## config.mk

```make
export PLATFORM = sky130hd
export DESIGN_NAME = sfc_core
export DESIGN_NICKNAME = d
export VERILOG_FILES = /design/src/verilog/sfc_core.v /design/src/verilog/sfc_timer.v
export VERILOG_INCLUDE_DIRS = /design/src /design/src/inc
export SDC_FILE = /design/constraint.sdc
export NUM_CORES = 1
export LEC_CHECK = 0
export ABC_AREA = 1
export BUFFER_PORTS_ARGS = -buffer_cell sky130_fd_sc_hd__buf_2
export CORE_MARGIN = 1
export CORE_UTILIZATION = 42
export CTS_BUF_LIST = sky130_fd_sc_hd__clkbuf_8
export CTS_CLUSTER_SIZE = 30
export DETAILED_ROUTE_END_ITERATION = 7
export PLACE_DENSITY = 0.63
export SLEW_MARGIN = 20
export SYNTH_ARGS = -nofsm -noshare
export SYNTH_HDL_FRONTEND = slang
export SYNTH_SLANG_ARGS = --single-unit
```

## constraint.sdc

```tcl
create_clock -name clk -period 1.6 [get_ports clk]
set_input_delay 0.16 -clock clk [delete_from_list [all_inputs] [get_ports clk]]
set_output_delay 0.16 -clock clk [all_outputs]
set_load 0.01 [all_outputs]
```

## src/inc/sfc_consts.vh

```
// Constants for the serial flash command and status block
`ifndef SFC_CONSTS_VH
`define SFC_CONSTS_VH

// ****************************************
// Opcodes
// ****************************************
`define SFC_OP_WRITE_LATCH_SET   8'h06
`define SFC_OP_WRITE_LATCH_CLEAR 8'h04
`define SFC_OP_STATE_READ        8'h05
`define SFC_OP_STATE_WRITE       8'h01
`define SFC_OP_SIGNATURE         8'hAB
`define SFC_OP_MAKER_PART        8'h90
`define SFC_OP_SECTOR_WIPE       8'h20
`define SFC_OP_BLOCK_WIPE_A      8'h52
`define SFC_OP_BLOCK_WIPE_B      8'hD8
`define SFC_OP_CHIP_WIPE_A       8'h60
`define SFC_OP_CHIP_WIPE_B       8'hC7
`define SFC_OP_PAGE_WRITE        8'h02
`define SFC_OP_DEEP_SLEEP        8'hB9

// ****************************************
// Status field positions
// ****************************************
`define SFC_ST_BUSY      0
`define SFC_ST_LATCH     1
`define SFC_ST_PROT_LO   2
`define SFC_ST_PROT_HI   3
`define SFC_ST_LOCK      7
`define SFC_ST_WR_MASK   8'h8C

// ****************************************
// Timing in microseconds and cycles at 50 MHz
// ****************************************
`define SFC_CLK_MHZ      50
`define SFC_T_STATE_US   10
`define SFC_T_PAGE_US    20
`define SFC_T_SECTOR_US  60
`define SFC_T_BLOCK_US   100
`define SFC_T_CHIP_US    200
`define SFC_CYC(us)      ((us) * `SFC_CLK_MHZ)

`endif

```

## src/verilog/sfc_core.v

```verilog
// Serial flash command decoder and status register
`timescale 1ns/1ps
`include "sfc_consts.vh"

module sfc_core #(
  parameter [7:0] MAKER_ID  = 8'hA5,   // Arbitrary
  parameter [7:0] PART_ID   = 8'h3C,   // Arbitrary
  parameter       T_STATE   = `SFC_CYC(`SFC_T_STATE_US),
  parameter       T_PAGE    = `SFC_CYC(`SFC_T_PAGE_US),
  parameter       T_SECTOR  = `SFC_CYC(`SFC_T_SECTOR_US),
  parameter       T_BLOCK   = `SFC_CYC(`SFC_T_BLOCK_US),
  parameter       T_CHIP    = `SFC_CYC(`SFC_T_CHIP_US),
  parameter [7:0] STATE_INI = 8'h00
) (
  input  wire       clk,
  input  wire       rst_b,
  input  wire       sel_b,
  input  wire       sclk,
  input  wire       sdi,
  input  wire       guard_b,
  output reg        sdo_r,
  output reg        sdo_oe_r,
  output reg        sleep_r,
  output reg        busy_flag_r,
  output reg        write_latch_r,
  output reg  [1:0] protect_level_r,
  output reg        state_write_lock_r,
  output reg        page_go_r,
  output reg        erase_go_r,
  output reg  [1:0] erase_kind_r,
  output reg [23:0] op_addr_r
);

  localparam TW = 24;
  localparam K_NONE = 3'd0, K_STATE = 3'd1, K_PAGE = 3'd2;
  localparam K_SECT = 3'd3, K_BLOCK = 3'd4, K_CHIP = 3'd5;

  // Command phases
  localparam S_OP   = 3'd0;
  localparam S_ADDR = 3'd1;
  localparam S_DATA = 3'd2;
  localparam S_OUT  = 3'd3;
  localparam S_IDLE = 3'd4;
  localparam S_DONE = 3'd5;

  // ****************************************
  // Pin synchronisers
  // ****************************************
  reg [1:0] sel_s_r, sclk_s_r, sdi_s_r, grd_s_r;
  reg       sel_d_r, sclk_d_r;

  always @(posedge clk) begin
    if (!rst_b) begin
      sel_s_r  <= 2'b11;
      sclk_s_r <= 2'b00;
      sdi_s_r  <= 2'b00;
      grd_s_r  <= 2'b11;
      sel_d_r  <= 1'b1;
      sclk_d_r <= 1'b0;
    end else begin
      sel_s_r  <= {sel_s_r[0], sel_b};
      sclk_s_r <= {sclk_s_r[0], sclk};
      sdi_s_r  <= {sdi_s_r[0], sdi};
      grd_s_r  <= {grd_s_r[0], guard_b};
      sel_d_r  <= sel_s_r[1];
      sclk_d_r <= sclk_s_r[1];
    end
  end

  wire sel_now  = ~sel_s_r[1];
  wire sel_fall = sel_d_r & ~sel_s_r[1];
  wire sel_rise = ~sel_d_r & sel_s_r[1];
  wire sck_rise = sel_now & ~sclk_d_r & sclk_s_r[1];
  wire sck_fall = sel_now & sclk_d_r & ~sclk_s_r[1];

  // ****************************************
  // Helpers
  // ****************************************
  function is_write_op;
    input [7:0] op;
    begin
      is_write_op = (op == `SFC_OP_STATE_WRITE) || (op == `SFC_OP_PAGE_WRITE) ||
                    (op == `SFC_OP_SECTOR_WIPE) || (op == `SFC_OP_BLOCK_WIPE_A) ||
                    (op == `SFC_OP_BLOCK_WIPE_B) || (op == `SFC_OP_CHIP_WIPE_A) ||
                    (op == `SFC_OP_CHIP_WIPE_B);
    end
  endfunction

  // Block number 0..3 of a 256 KiB array split into 64 KiB blocks
  function addr_protected;
    input [1:0]  lvl;
    input [23:0] a;
    begin
      case (lvl)
        2'd0:    addr_protected = 1'b0;
        2'd1:    addr_protected = (a[17:16] == 2'd3);
        2'd2:    addr_protected = a[17];
        default: addr_protected = 1'b1;
      endcase
    end
  endfunction

  // ****************************************
  // Shift engine
  // ****************************************
  reg  [2:0]  st_r;
  reg  [2:0]  bit_r;
  reg  [7:0]  sh_r;
  reg  [7:0]  op_r;
  reg  [1:0]  nbyte_r;
  reg  [23:0] addr_r;
  reg  [7:0]  data_r;
  reg  [7:0]  out_r;
  reg         tail_ok_r;
  reg         out_flip_r;
  wire [7:0]  sh_nxt = {sh_r[6:0], sdi_s_r[1]};
  wire        tmr_busy;
  wire        tmr_done;
  reg         tmr_go_r;
  reg  [2:0]  kind_r;
  reg  [TW-1:0] tmr_len_r;
  reg  [7:0]  pend_data_r;

  wire [7:0] status = {state_write_lock_r, 3'b000, protect_level_r,
                       write_latch_r, busy_flag_r};

  always @(posedge clk) begin
    if (!rst_b) begin
      st_r       <= S_OP;
      bit_r      <= 3'd0;
      sh_r       <= 8'h00;
      op_r       <= 8'h00;
      nbyte_r    <= 2'd0;
      addr_r     <= 24'h00_0000;
      data_r     <= 8'h00;
      out_r      <= 8'h00;
      tail_ok_r  <= 1'b0;
      out_flip_r <= 1'b0;
      sdo_r      <= 1'b0;
      sdo_oe_r   <= 1'b0;
    end else if (sel_fall || !sel_now) begin
      st_r      <= S_OP;
      bit_r     <= 3'd0;
      nbyte_r   <= 2'd0;
      tail_ok_r <= 1'b0;
      sdo_oe_r  <= 1'b0;
    end else begin
      if (sck_rise) begin
        bit_r <= bit_r + 3'd1;
        sh_r  <= sh_nxt;
        if (bit_r != 3'd7) tail_ok_r <= 1'b0;
      end
      if (sck_rise && bit_r == 3'd7) begin
        case (st_r)
          S_OP: begin
            op_r      <= sh_nxt;
            tail_ok_r <= 1'b1;
            nbyte_r   <= 2'd0;
            if (sleep_r && sh_nxt != `SFC_OP_SIGNATURE)
              st_r <= S_IDLE;
            else if (sh_nxt == `SFC_OP_STATE_READ) begin
              st_r  <= S_OUT;
              out_r <= status;
            end else if (sh_nxt == `SFC_OP_STATE_WRITE)
              st_r <= S_DATA;
            else if (sh_nxt == `SFC_OP_WRITE_LATCH_SET || sh_nxt == `SFC_OP_WRITE_LATCH_CLEAR ||
                     sh_nxt == `SFC_OP_DEEP_SLEEP || sh_nxt == `SFC_OP_CHIP_WIPE_A ||
                     sh_nxt == `SFC_OP_CHIP_WIPE_B)
              st_r <= S_DONE;
            else if (sh_nxt == `SFC_OP_SIGNATURE || sh_nxt == `SFC_OP_MAKER_PART ||
                     sh_nxt == `SFC_OP_PAGE_WRITE || sh_nxt == `SFC_OP_SECTOR_WIPE ||
                     sh_nxt == `SFC_OP_BLOCK_WIPE_A || sh_nxt == `SFC_OP_BLOCK_WIPE_B)
              st_r <= S_ADDR;
            else
              st_r <= S_IDLE;
          end
          S_ADDR: begin
            addr_r    <= {addr_r[15:0], sh_nxt};
            nbyte_r   <= nbyte_r + 2'd1;
            tail_ok_r <= (nbyte_r == 2'd2);
            if (nbyte_r == 2'd2) begin
              if (op_r == `SFC_OP_SIGNATURE) begin
                st_r  <= S_OUT;
                out_r <= PART_ID;
              end else if (op_r == `SFC_OP_MAKER_PART) begin
                st_r       <= S_OUT;
                out_flip_r <= sh_nxt[0];
                out_r      <= sh_nxt[0] ? PART_ID : MAKER_ID;
              end else
                st_r <= S_DONE;
            end
          end
          S_DATA: begin
            data_r    <= sh_nxt;
            tail_ok_r <= 1'b1;
            st_r      <= S_DONE;
          end
          S_DONE: begin
            tail_ok_r <= 1'b0;
            st_r      <= S_IDLE;
          end
          S_OUT: begin
            if (op_r == `SFC_OP_STATE_READ)
              out_r <= status;
            else if (op_r == `SFC_OP_MAKER_PART) begin
              out_flip_r <= ~out_flip_r;
              out_r      <= out_flip_r ? MAKER_ID : PART_ID;
            end
          end
          default: st_r <= S_IDLE;
        endcase
      end
      // Output shifts on falling edges only while reading
      if (sck_fall && st_r == S_OUT) begin
        sdo_oe_r <= 1'b1;
        sdo_r    <= out_r[~bit_r];
      end else if (st_r == S_IDLE) begin
        sdo_oe_r <= 1'b0;
      end
    end
  end

  // ****************************************
  // Execution at select release; write-cycle end at timer done, signature wake also at its third address byte
  // ****************************************
  wire hw_guard = state_write_lock_r & ~grd_s_r[1];
  wire end_ok   = sel_rise && tail_ok_r && bit_r == 3'd0 && st_r == S_DONE;
  wire wipe_hit = addr_protected(protect_level_r, addr_r);

  always @(posedge clk) begin
    if (!rst_b) begin
      sleep_r            <= 1'b0;
      write_latch_r      <= 1'b0;
      busy_flag_r        <= 1'b0;
      protect_level_r    <= STATE_INI[`SFC_ST_PROT_HI:`SFC_ST_PROT_LO];
      state_write_lock_r <= STATE_INI[`SFC_ST_LOCK];
      page_go_r          <= 1'b0;
      erase_go_r         <= 1'b0;
      erase_kind_r       <= 2'd0;
      op_addr_r          <= 24'h00_0000;
      tmr_go_r           <= 1'b0;
      tmr_len_r          <= {TW{1'b0}};
      kind_r             <= K_NONE;
      pend_data_r        <= 8'h00;
    end else begin
      page_go_r   <= 1'b0;
      erase_go_r  <= 1'b0;
      tmr_go_r    <= 1'b0;
      busy_flag_r <= tmr_busy | tmr_go_r;
      if (sck_rise && bit_r == 3'd7 && st_r == S_ADDR && nbyte_r == 2'd2 &&
          op_r == `SFC_OP_SIGNATURE)
        sleep_r <= 1'b0;
      // Signature opcode alone, closed on its byte boundary, also wakes
      if (sel_rise && tail_ok_r && bit_r == 3'd0 && st_r == S_ADDR && op_r == `SFC_OP_SIGNATURE)
        sleep_r <= 1'b0;
      if (tmr_done) begin
        write_latch_r <= 1'b0;
        if (kind_r == K_STATE) begin
          state_write_lock_r <= pend_data_r[`SFC_ST_LOCK];
          protect_level_r    <= pend_data_r[`SFC_ST_PROT_HI:`SFC_ST_PROT_LO];
        end
        kind_r <= K_NONE;
      end
      if (end_ok && !tmr_busy && !tmr_go_r) begin
        op_addr_r <= addr_r;
        if (op_r == `SFC_OP_WRITE_LATCH_SET)
          write_latch_r <= 1'b1;
        else if (op_r == `SFC_OP_WRITE_LATCH_CLEAR)
          write_latch_r <= 1'b0;
        else if (op_r == `SFC_OP_DEEP_SLEEP)
          sleep_r <= 1'b1;
        else if (is_write_op(op_r) && write_latch_r && !tmr_done) begin
          if (op_r == `SFC_OP_STATE_WRITE) begin
            if (!hw_guard) begin
              tmr_go_r    <= 1'b1;
              tmr_len_r   <= T_STATE[TW-1:0];
              kind_r      <= K_STATE;
              pend_data_r <= data_r & `SFC_ST_WR_MASK;
            end
          end else if (op_r == `SFC_OP_CHIP_WIPE_A || op_r == `SFC_OP_CHIP_WIPE_B) begin
            if (protect_level_r == 2'd0) begin
              tmr_go_r     <= 1'b1;
              tmr_len_r    <= T_CHIP[TW-1:0];
              kind_r       <= K_CHIP;
              erase_go_r   <= 1'b1;
              erase_kind_r <= 2'd2;
            end
          end else if (!wipe_hit) begin
            tmr_go_r <= 1'b1;
            if (op_r == `SFC_OP_PAGE_WRITE) begin
              tmr_len_r <= T_PAGE[TW-1:0];
              kind_r    <= K_PAGE;
              page_go_r <= 1'b1;
            end else if (op_r == `SFC_OP_SECTOR_WIPE) begin
              tmr_len_r    <= T_SECTOR[TW-1:0];
              kind_r       <= K_SECT;
              erase_go_r   <= 1'b1;
              erase_kind_r <= 2'd0;
            end else begin
              tmr_len_r    <= T_BLOCK[TW-1:0];
              kind_r       <= K_BLOCK;
              erase_go_r   <= 1'b1;
              erase_kind_r <= 2'd1;
            end
          end
        end
      end
    end
  end

  sfc_timer #(
    .W (TW)
  ) u_timer (
    .clk    (clk),
    .rst_b  (rst_b),
    .start  (tmr_go_r),
    .cycles (tmr_len_r),
    .busy_r (tmr_busy),
    .done_r (tmr_done)
  );

endmodule

```

## src/verilog/sfc_timer.v

```verilog
// Busy timer for self-timed write cycles
`timescale 1ns/1ps

module sfc_timer #(
  parameter W = 24
) (
  input  wire         clk,
  input  wire         rst_b,
  input  wire         start,
  input  wire [W-1:0] cycles,
  output reg          busy_r,
  output reg          done_r
);

  reg [W-1:0] cnt_r;

  // ****************************************
  // Countdown
  // ****************************************
  always @(posedge clk) begin
    if (!rst_b) begin
      cnt_r  <= {W{1'b0}};
      busy_r <= 1'b0;
      done_r <= 1'b0;
    end else begin
      done_r <= 1'b0;
      if (start && !busy_r) begin
        cnt_r  <= cycles;
        busy_r <= 1'b1;
      end else if (busy_r) begin
        if (cnt_r <= {{(W-1){1'b0}}, 1'b1}) begin
          busy_r <= 1'b0;
          done_r <= 1'b1;
        end else begin
          cnt_r <= cnt_r - {{(W-1){1'b0}}, 1'b1};
        end
      end
    end
  end

endmodule
```

==> impl_metrics.csv, run 1 <==
group,metric,value,unit
run_status,outcome,"finished, violations left",
run_status,violations,"negative setup slack",
placement,io_buffers,41,
die,dieHeight,131,um
timing,finalCriticalPeriod,1.75,ns
logic_synthesis,synthArstFlopShare,0,%
timing,hold_viol_final,0,
finish,antenna_cells,0,
detailed_routing,drtPass1Iterations,5,
finish,final_cells,1459,
timing,relSlewSlack,73.2,%
detailed_routing,drt_iter0_markers,520,
setup_path,end_kind,"flip-flop",
setup_path,path_max_fanout,6,
finish,drive_gt1_share,40.3,%
timing,fin_crit_sh,110,%
die,num_io_pins,42,
clocking,root_buffer,"clkbuf_8",
logic_synthesis,synth_seq_cells,149,
grt,grt_pass1_wl,31.4,mm
logic_synthesis,netlist_area,0.00695,mm^2
logic_synthesis,syn_nets,1019,
logic_synthesis,syn_avg_cell_area,6.90,um^2
power_and_ir_drop,power_density,670,mW/mm^2
setup_path,crit_required,2.00,ns
detailed_routing,detail_route.wirelength,20.9,mm
detailed_routing,route.vias.total,7290,
grt,overflow,0,
timing,slew_violations,0,
grt,grt_pass1_vias,6689,
grt,antenna_found_initial,0,
die,dieArea,0.0171,mm^2
setup_path,setup.worst_path.class,"reg2reg",
die,start_util,43.4,%
finish,nets,1242,
timing,rsz0062_at_grt,"true",
grt,grt_max_degree,55,
placement,place_congestion,0.883,
logic_synthesis,synth_top_area_share,42.9,%
timing,skew,0.0167,ns
die,core-area,0.0160,mm^2
power_and_ir_drop,p_leak,4.70,nW
timing,fmax,0.570,GHz
logic_synthesis,synth_ff_type,"dfxtp_1",
logic_synthesis,syn_inst,1007,
timing,finalWorstSetupSlack,-0.154,ns
detailed_routing,ant_nets,0,
detailed_routing,detail_route.wl_per_cell,14.3,um
setup_path,startpoint_type,"flip-flop",
logic_synthesis,synth_edf_count,0,
placement,dp_hpwl,13.2,mm
clocking,cts_tree,"done",
logic_synthesis,synth_area_leaders,"dfxtp_1 43%, nor2_1 11%, nand2_1 10%, o21ai_0 8.1%, a21oi_1 5.5%",
logic_synthesis,yosysUniqueCellTypes,41,
clocking,cts.path.max_buffers,2,
grt,grt_usage,23.5,%
clocking,ctsHtreeMaxLevel,4,
setup_path,crit_arrival,2.15,ns
die,dieWidth,131,um
clocking,clk_latency,0.47,ns
detailed_routing,viasPerCell,5.00,
detailed_routing,drc,0,
job,maxCapViolCount,0,
hold_path,hold_path.class,"in2reg",
finish,fin_util,63.9,%
logic_synthesis,yosysTopAreaCell,"dfxtp_1",
placement,place_inst,1384,
clocking,cts_inserted_buffers,17,
timing,setup_viol,49,
power_and_ir_drop,ir_drop,546,uV
finish,area_delta_synth_final,47.0,%
timing,tightest_slew,0.401,ns
clocking,clk_pin_slew,0.09,ns
logic_synthesis,seq_area_frac_synth,42.9,%
clocking,clock-sinks,149,
die,rows,46,
logic_synthesis,yosysWarnings,0,
[where the power goes]
| part | switching [mW] | internal, mW | total [mW] |
|---|---|---|---|
| clock network | 1.66 | 1.36 | 3.02 |
| logic | 0.0815 | 0.0452 | 0.127 |
| registers | 0.00594 | 3.70 | 3.71 |
[kinds of logic after synthesis]
| logic type | after synthesis | share of synthesized area (%) |
|---|---|---|
| simple gates | 510 | 32.2 |
| compound gates | 204 | 15.3 |
| flops | 149 | 42.9 |
| buf+inv | 130 | 7.49 |
| xor+xnor | 8 | 1.01 |
| fa+ha+maj | 6 | 1.08 |
[layout by cell type (no fill, tap or decap), types with 3 or more instances in the layout]
cell,count
inv_8,6
inv_6,6
nor2_1,150
nand4_1,16
buf_2,42
nor3_4,4
dfxtp_4,9
dfxtp_2,15
a22oi_2,3
nand3_2,14
nor3_2,8
inv_1,75
nor3_1,6
o21ai_2,6
o21ai_1,15
buf_12,7
o21ai_0,91
nand3b_1,3
a21oi_1,62
nand2_2,40
inv_2,15
dlygate4sd3_1,6
buf_6,26
inv_4,7
a21oi_2,14
nor2_4,32
or2_2,6
ha_4,4
buf_4,151
dfxtp_1,125
nor2_2,37
nand2_1,144
nand3_1,28
xor2_1,5
nand2_4,12
clkbuf_8,18
[worst max-delay path, cell delays in order (launching register included)]
cell and delay [ns]:
dfxtp_2 0.37, inv_2 0.10, nand2_4 0.07, nor2_4 0.10
nand4_1 0.26, nand2_1 0.18, nand4_1 0.20, buf_6 0.21
nand2_2 0.05, nand2_1 0.04, nor2_1 0.11
[final timing paths]
kind	startpoint	endpoint	slack, ns	depth (start not counted)
setup / recovery	op_r[0]$_SDFFE_PN0P_	out_r[0]$_SDFFE_PN0P_	-0.15	10
hold / removal	sel_b	sel_s_r[0]$_SDFF_PN1_	0.41	3
hold reg to reg	sdi_s_r[0]$_SDFF_PN0_	sdi_s_r[1]$_SDFF_PN0_	0.42	2
setup reg to reg	op_r[0]$_SDFFE_PN0P_	out_r[0]$_SDFFE_PN0P_	-0.15	10
[synth_stat cells, types with 2 or more instances]
cell	count
nor2_1	203
nand2_1	185
dfxtp_1	149
o21ai_0	112
inv_1	88
a21oi_1	77
nand3_1	39
clkbuf_1	19
nand4_1	16
nor3_1	15
nand2_2	11
nor2_2	11
inv_2	10
or2_2	7
ha_1	6
buf_2	5
xor2_1	5
nand3_2	4
nor2_4	4
a22oi_1	3
buf_1	3
nand3b_1	3
nor3_2	3
nor4_1	3
xnor2_1	3
a211oi_1	2
a21boi_0	2
clkinv_1	2
nand2_4	2
nor2_8	2
o211ai_1	2
o31ai_1	2
[per-stage QoR]
step / cell area [um^2] / total power [mW] / setup TNS, ns / hold WS [ns] / setup WS [ns]
2_1_floorplan: 6990 / 3.88 / -0.101 / 0.258 / -0.0336
3_3_place_gp: 8480 / 3.91 / -4.46 / 0.341 / -0.195
3_5_place_dp: 8480 / 3.91 / -5.56 / 0.345 / -0.191
4_1_cts: 9490 / 6.91 / -2.03 / 0.390 / -0.144
5_1_grt: 10200 / 7.10 / -9.97 / 0.432 / -0.255
6_report: 10200 / 6.85 / -3.68 / 0.415 / -0.154
[metal layers]
layer  routed length [um]  track usage [%]
met2                10700             41.2
met4                  589             8.52
met5                    0                0
met1                 8880             28.5
met3                  707             4.48
[registers in the layout, summed over array words and instances (netlist names), 7 cells and up]
register / flops
sh_r: 7
tmr_len_r: 11
op_r: 8
op_addr_r: 24
out_r: 7
u_timer.cnt_r: 24
addr_r: 24
[layout make-up]
| class | instances | area (um^2) |
|---|---|---|
| inverter | 100 | 414 |
| clock buffer | 18 | 248 |
| tap | 216 | 270 |
| clock inverter | 14 | 159 |
| multi-input combinational | 729 | 4240 |
| timing repair buffer | 232 | 1840 |
| fill | 1341 | 5780 |
| sequential | 149 | 3040 |
| timing repair inverter | 1 | 11.3 |
[timing repair]
| action | 4_1_cts | 5_1_grt |
|---|---|---|
| buffers inserted | 19 | 17 |
| pin swaps | 51 | 72 |
| cloned | 2 | 2 |
| hold buffers | 6 | 0 |
| setup endpoints to repair | 79 | 118 |
| endpoints found under the hold margin | 7 | 0 |
| resized for setup | 122 | 187 |
(Power assumes the default switching activity.)
==> run 2, diff against run 1 <==
CAP_MARGIN = 10   (was unset)
CORE_ASPECT_RATIO = 0.9   (was unset)
==> impl_metrics.csv, run 2 (synthesis results as in run 1) <==
group,metric,value,unit
run_status,outcome,"finished, violations left",
run_status,violations,"negative setup slack",
detailed_routing,ant_nets,0,
finish,final_cell_mix,"150 x nor2_1, 149 x buf_4, 142 x nand2_1, 122 x dfxtp_1, 93 x o21ai_0",
die,dieWidth,138,um
clocking,clock-sinks,149,
clocking,ctsHtreeMaxLevel,4,
clocking,cts.path.max_buffers,2,
power_and_ir_drop,ir_drop,478,uV
die,num_io_pins,42,
clocking,clk_latency,0.46,ns
hold_path,hold_path.class,"in2reg",
grt,grt_pass1_wl,31.7,mm
detailed_routing,viasPerCell,5.16,
finish,fillCellCount,1393,
timing,relSlewSlack,76.1,%
setup_path,crit_arrival,2.11,ns
finish,area_delta_synth_final,47.8,%
setup_path,r2r_slack,-0.15,ns
finish,antenna_cells,0,
timing,setup_viol,82,
timing,tns,-5.03,ns
timing,tightest_slew,0.358,ns
placement,dp_hpwl,13.6,mm
placement,io_buffers,41,
hold_path,hold_depth,2,
detailed_routing,drt_iter0_markers,457,
die,start_util,43.1,%
detailed_routing,detail_route.wl_per_cell,14.8,um
hold_path,min_to,"sel_d_r$_SDFF_PN1_",
clocking,cts_tree,"done",
power_and_ir_drop,p_total,6.63,mW
timing,hold_viol_final,0,
setup_path,path_max_fanout,6,
detailed_routing,drtPass1Iterations,8,
timing,rsz0062_at_grt,"true",
finish,largestRegisters,"addr_r x24, op_addr_r x24, u_timer.cnt_r x24",
setup_path,end_kind,"flip-flop",
grt,overflow,0,
job,maxCapViolCount,0,
power_and_ir_drop,p_leak,4.75,nW
finish,drive_gt1_share,40.9,%
power_and_ir_drop,power_density,645,mW/mm^2
grt,grt_pass1_vias,6689,
setup_path,setup.worst_path.class,"reg2reg",
timing,skew,0.00971,ns
setup_path,startpoint_type,"flip-flop",
detailed_routing,route.vias.total,7461,
timing,finalWorstSetupSlack,-0.146,ns
timing,slew_violations,0,
finish,regArea,0.00304,mm^2
timing,fmax,0.573,GHz
timing,finalCriticalPeriod,1.75,ns
clocking,root_buffer,"clkbuf_8",
setup_path,timing.rr.end,"pend_data_r[3]$_SDFFE_PN0P_",
die,rows,44,
grt,grt_max_degree,82,
placement,place_congestion,0.908,
timing,fin_crit_sh,109,%
grt,antenna_found_initial,0,
finish,nets,1237,
die,dieArea,0.0171,mm^2
finish,mostFrequentLayoutCell,"nor2_1",
clocking,clk_pin_slew,0.09,ns
setup_path,r2r-start,"bit_r[0]$_SDFFE_PP0N_",
hold_path,hold_start,"rst_b",
detailed_routing,drc,0,
detailed_routing,detail_route.wirelength,21.4,mm
clocking,cts_inserted_buffers,17,
grt,grt_usage,23.8,%
die,dieHeight,124,um
finish,multiInputGateArea,0.00429,mm^2
setup_path,crit_required,1.96,ns
die,core-area,0.0161,mm^2
finish,fin_util,63.7,%
setup_path,reg2reg_depth,11,
run 2: cell count changes in the layout (fill, tap and decap cells not counted), moves of 4 or more:
| cell | before | now |
|---|---|---|
| buf_6 | 26 | 17 |
| clkbuf_16 | 0 | 5 |
| nand2_2 | 40 | 36 |
| nand2_4 | 12 | 19 |
run 2: worst max-delay path: stages, from the launching register on:
cell     delay [ns]
dfxtp_4        0.36
inv_4          0.06
ha_4           0.12
nand4_1        0.18
nor2_4         0.21
nand2_4        0.07
nor2_4         0.11
nand2_4        0.13
nor2_4         0.20
inv_4          0.07
nor2_1         0.09
nor2_1         0.05
run 2: where the power goes:
part | switching (mW) | internal, mW | total (mW)
Clock | 1.63 | 1.16 | 2.79
Sequential | 0.00522 | 3.70 | 3.70
Combinational | 0.0852 | 0.0456 | 0.131
run 2: worst max-delay path by stage:
stage	from	to	slack, ns
2_1_floorplan	bit_r[0]$_SDFFE_PP0N_	pend_data_r[3]$_SDFFE_PN0P_	-0.03
3_3_place_gp	u_timer.cnt_r[0]$_SDFFE_PN0P_	u_timer.cnt_r[1]$_SDFFE_PN0P_	-0.15
3_5_place_dp	u_timer.cnt_r[0]$_SDFFE_PN0P_	u_timer.cnt_r[1]$_SDFFE_PN0P_	-0.19
4_1_cts	bit_r[0]$_SDFFE_PP0N_	pend_data_r[3]$_SDFFE_PN0P_	-0.10
5_1_grt	bit_r[0]$_SDFFE_PP0N_	tmr_len_r[2]$_SDFFE_PN0P_	-0.24
6_report	bit_r[0]$_SDFFE_PP0N_	pend_data_r[3]$_SDFFE_PN0P_	-0.15
run 2: area by class of cell:
cell class / instances / share of cell area, %
Clock buffer: 18 / 2.41
Clock inverter: 14 / 1.16
Inverter: 100 / 4.01
Multi-Input combinational cell: 729 / 41.7
Sequential cell: 149 / 29.6
Tap cell: 207 / 2.52
Timing Repair Buffer: 228 / 18.6
run 2: metal layers:
layer	vias to the layer above	global-route usage (%)	wire, um
met5	-	0	0
met4	0	7.97	379
met3	36	4.72	952
met2	176	37.5	9870
met1	3541	32.5	10200
li1	3708	-	-
run 2: metrics by stage:
stage | setup WS [ns] | hold slack, ns | cells | instance area, um^2
finish | -0.146 | 0.0630 | 1445 | 10300
CTS | -0.103 | 0.0355 | 1418 | 9240
floorplan | -0.0336 | 0.258 | 1007 | 6990
detailed placement | -0.191 | 0.344 | 1374 | 8490
global route | -0.239 | 0.0535 | 1445 | 10300
global placement | -0.148 | 0.345 | 1374 | 8490
run 2: timing repair:
action                                  CTS  global route
hold endpoints to repair                  4             0
pin swaps                                30            78
endpoints found under the setup margin   60           121
gates resized for setup                  99           213
cloned                                    3             6
buffers inserted                          5            22
hold buffers                              4             0
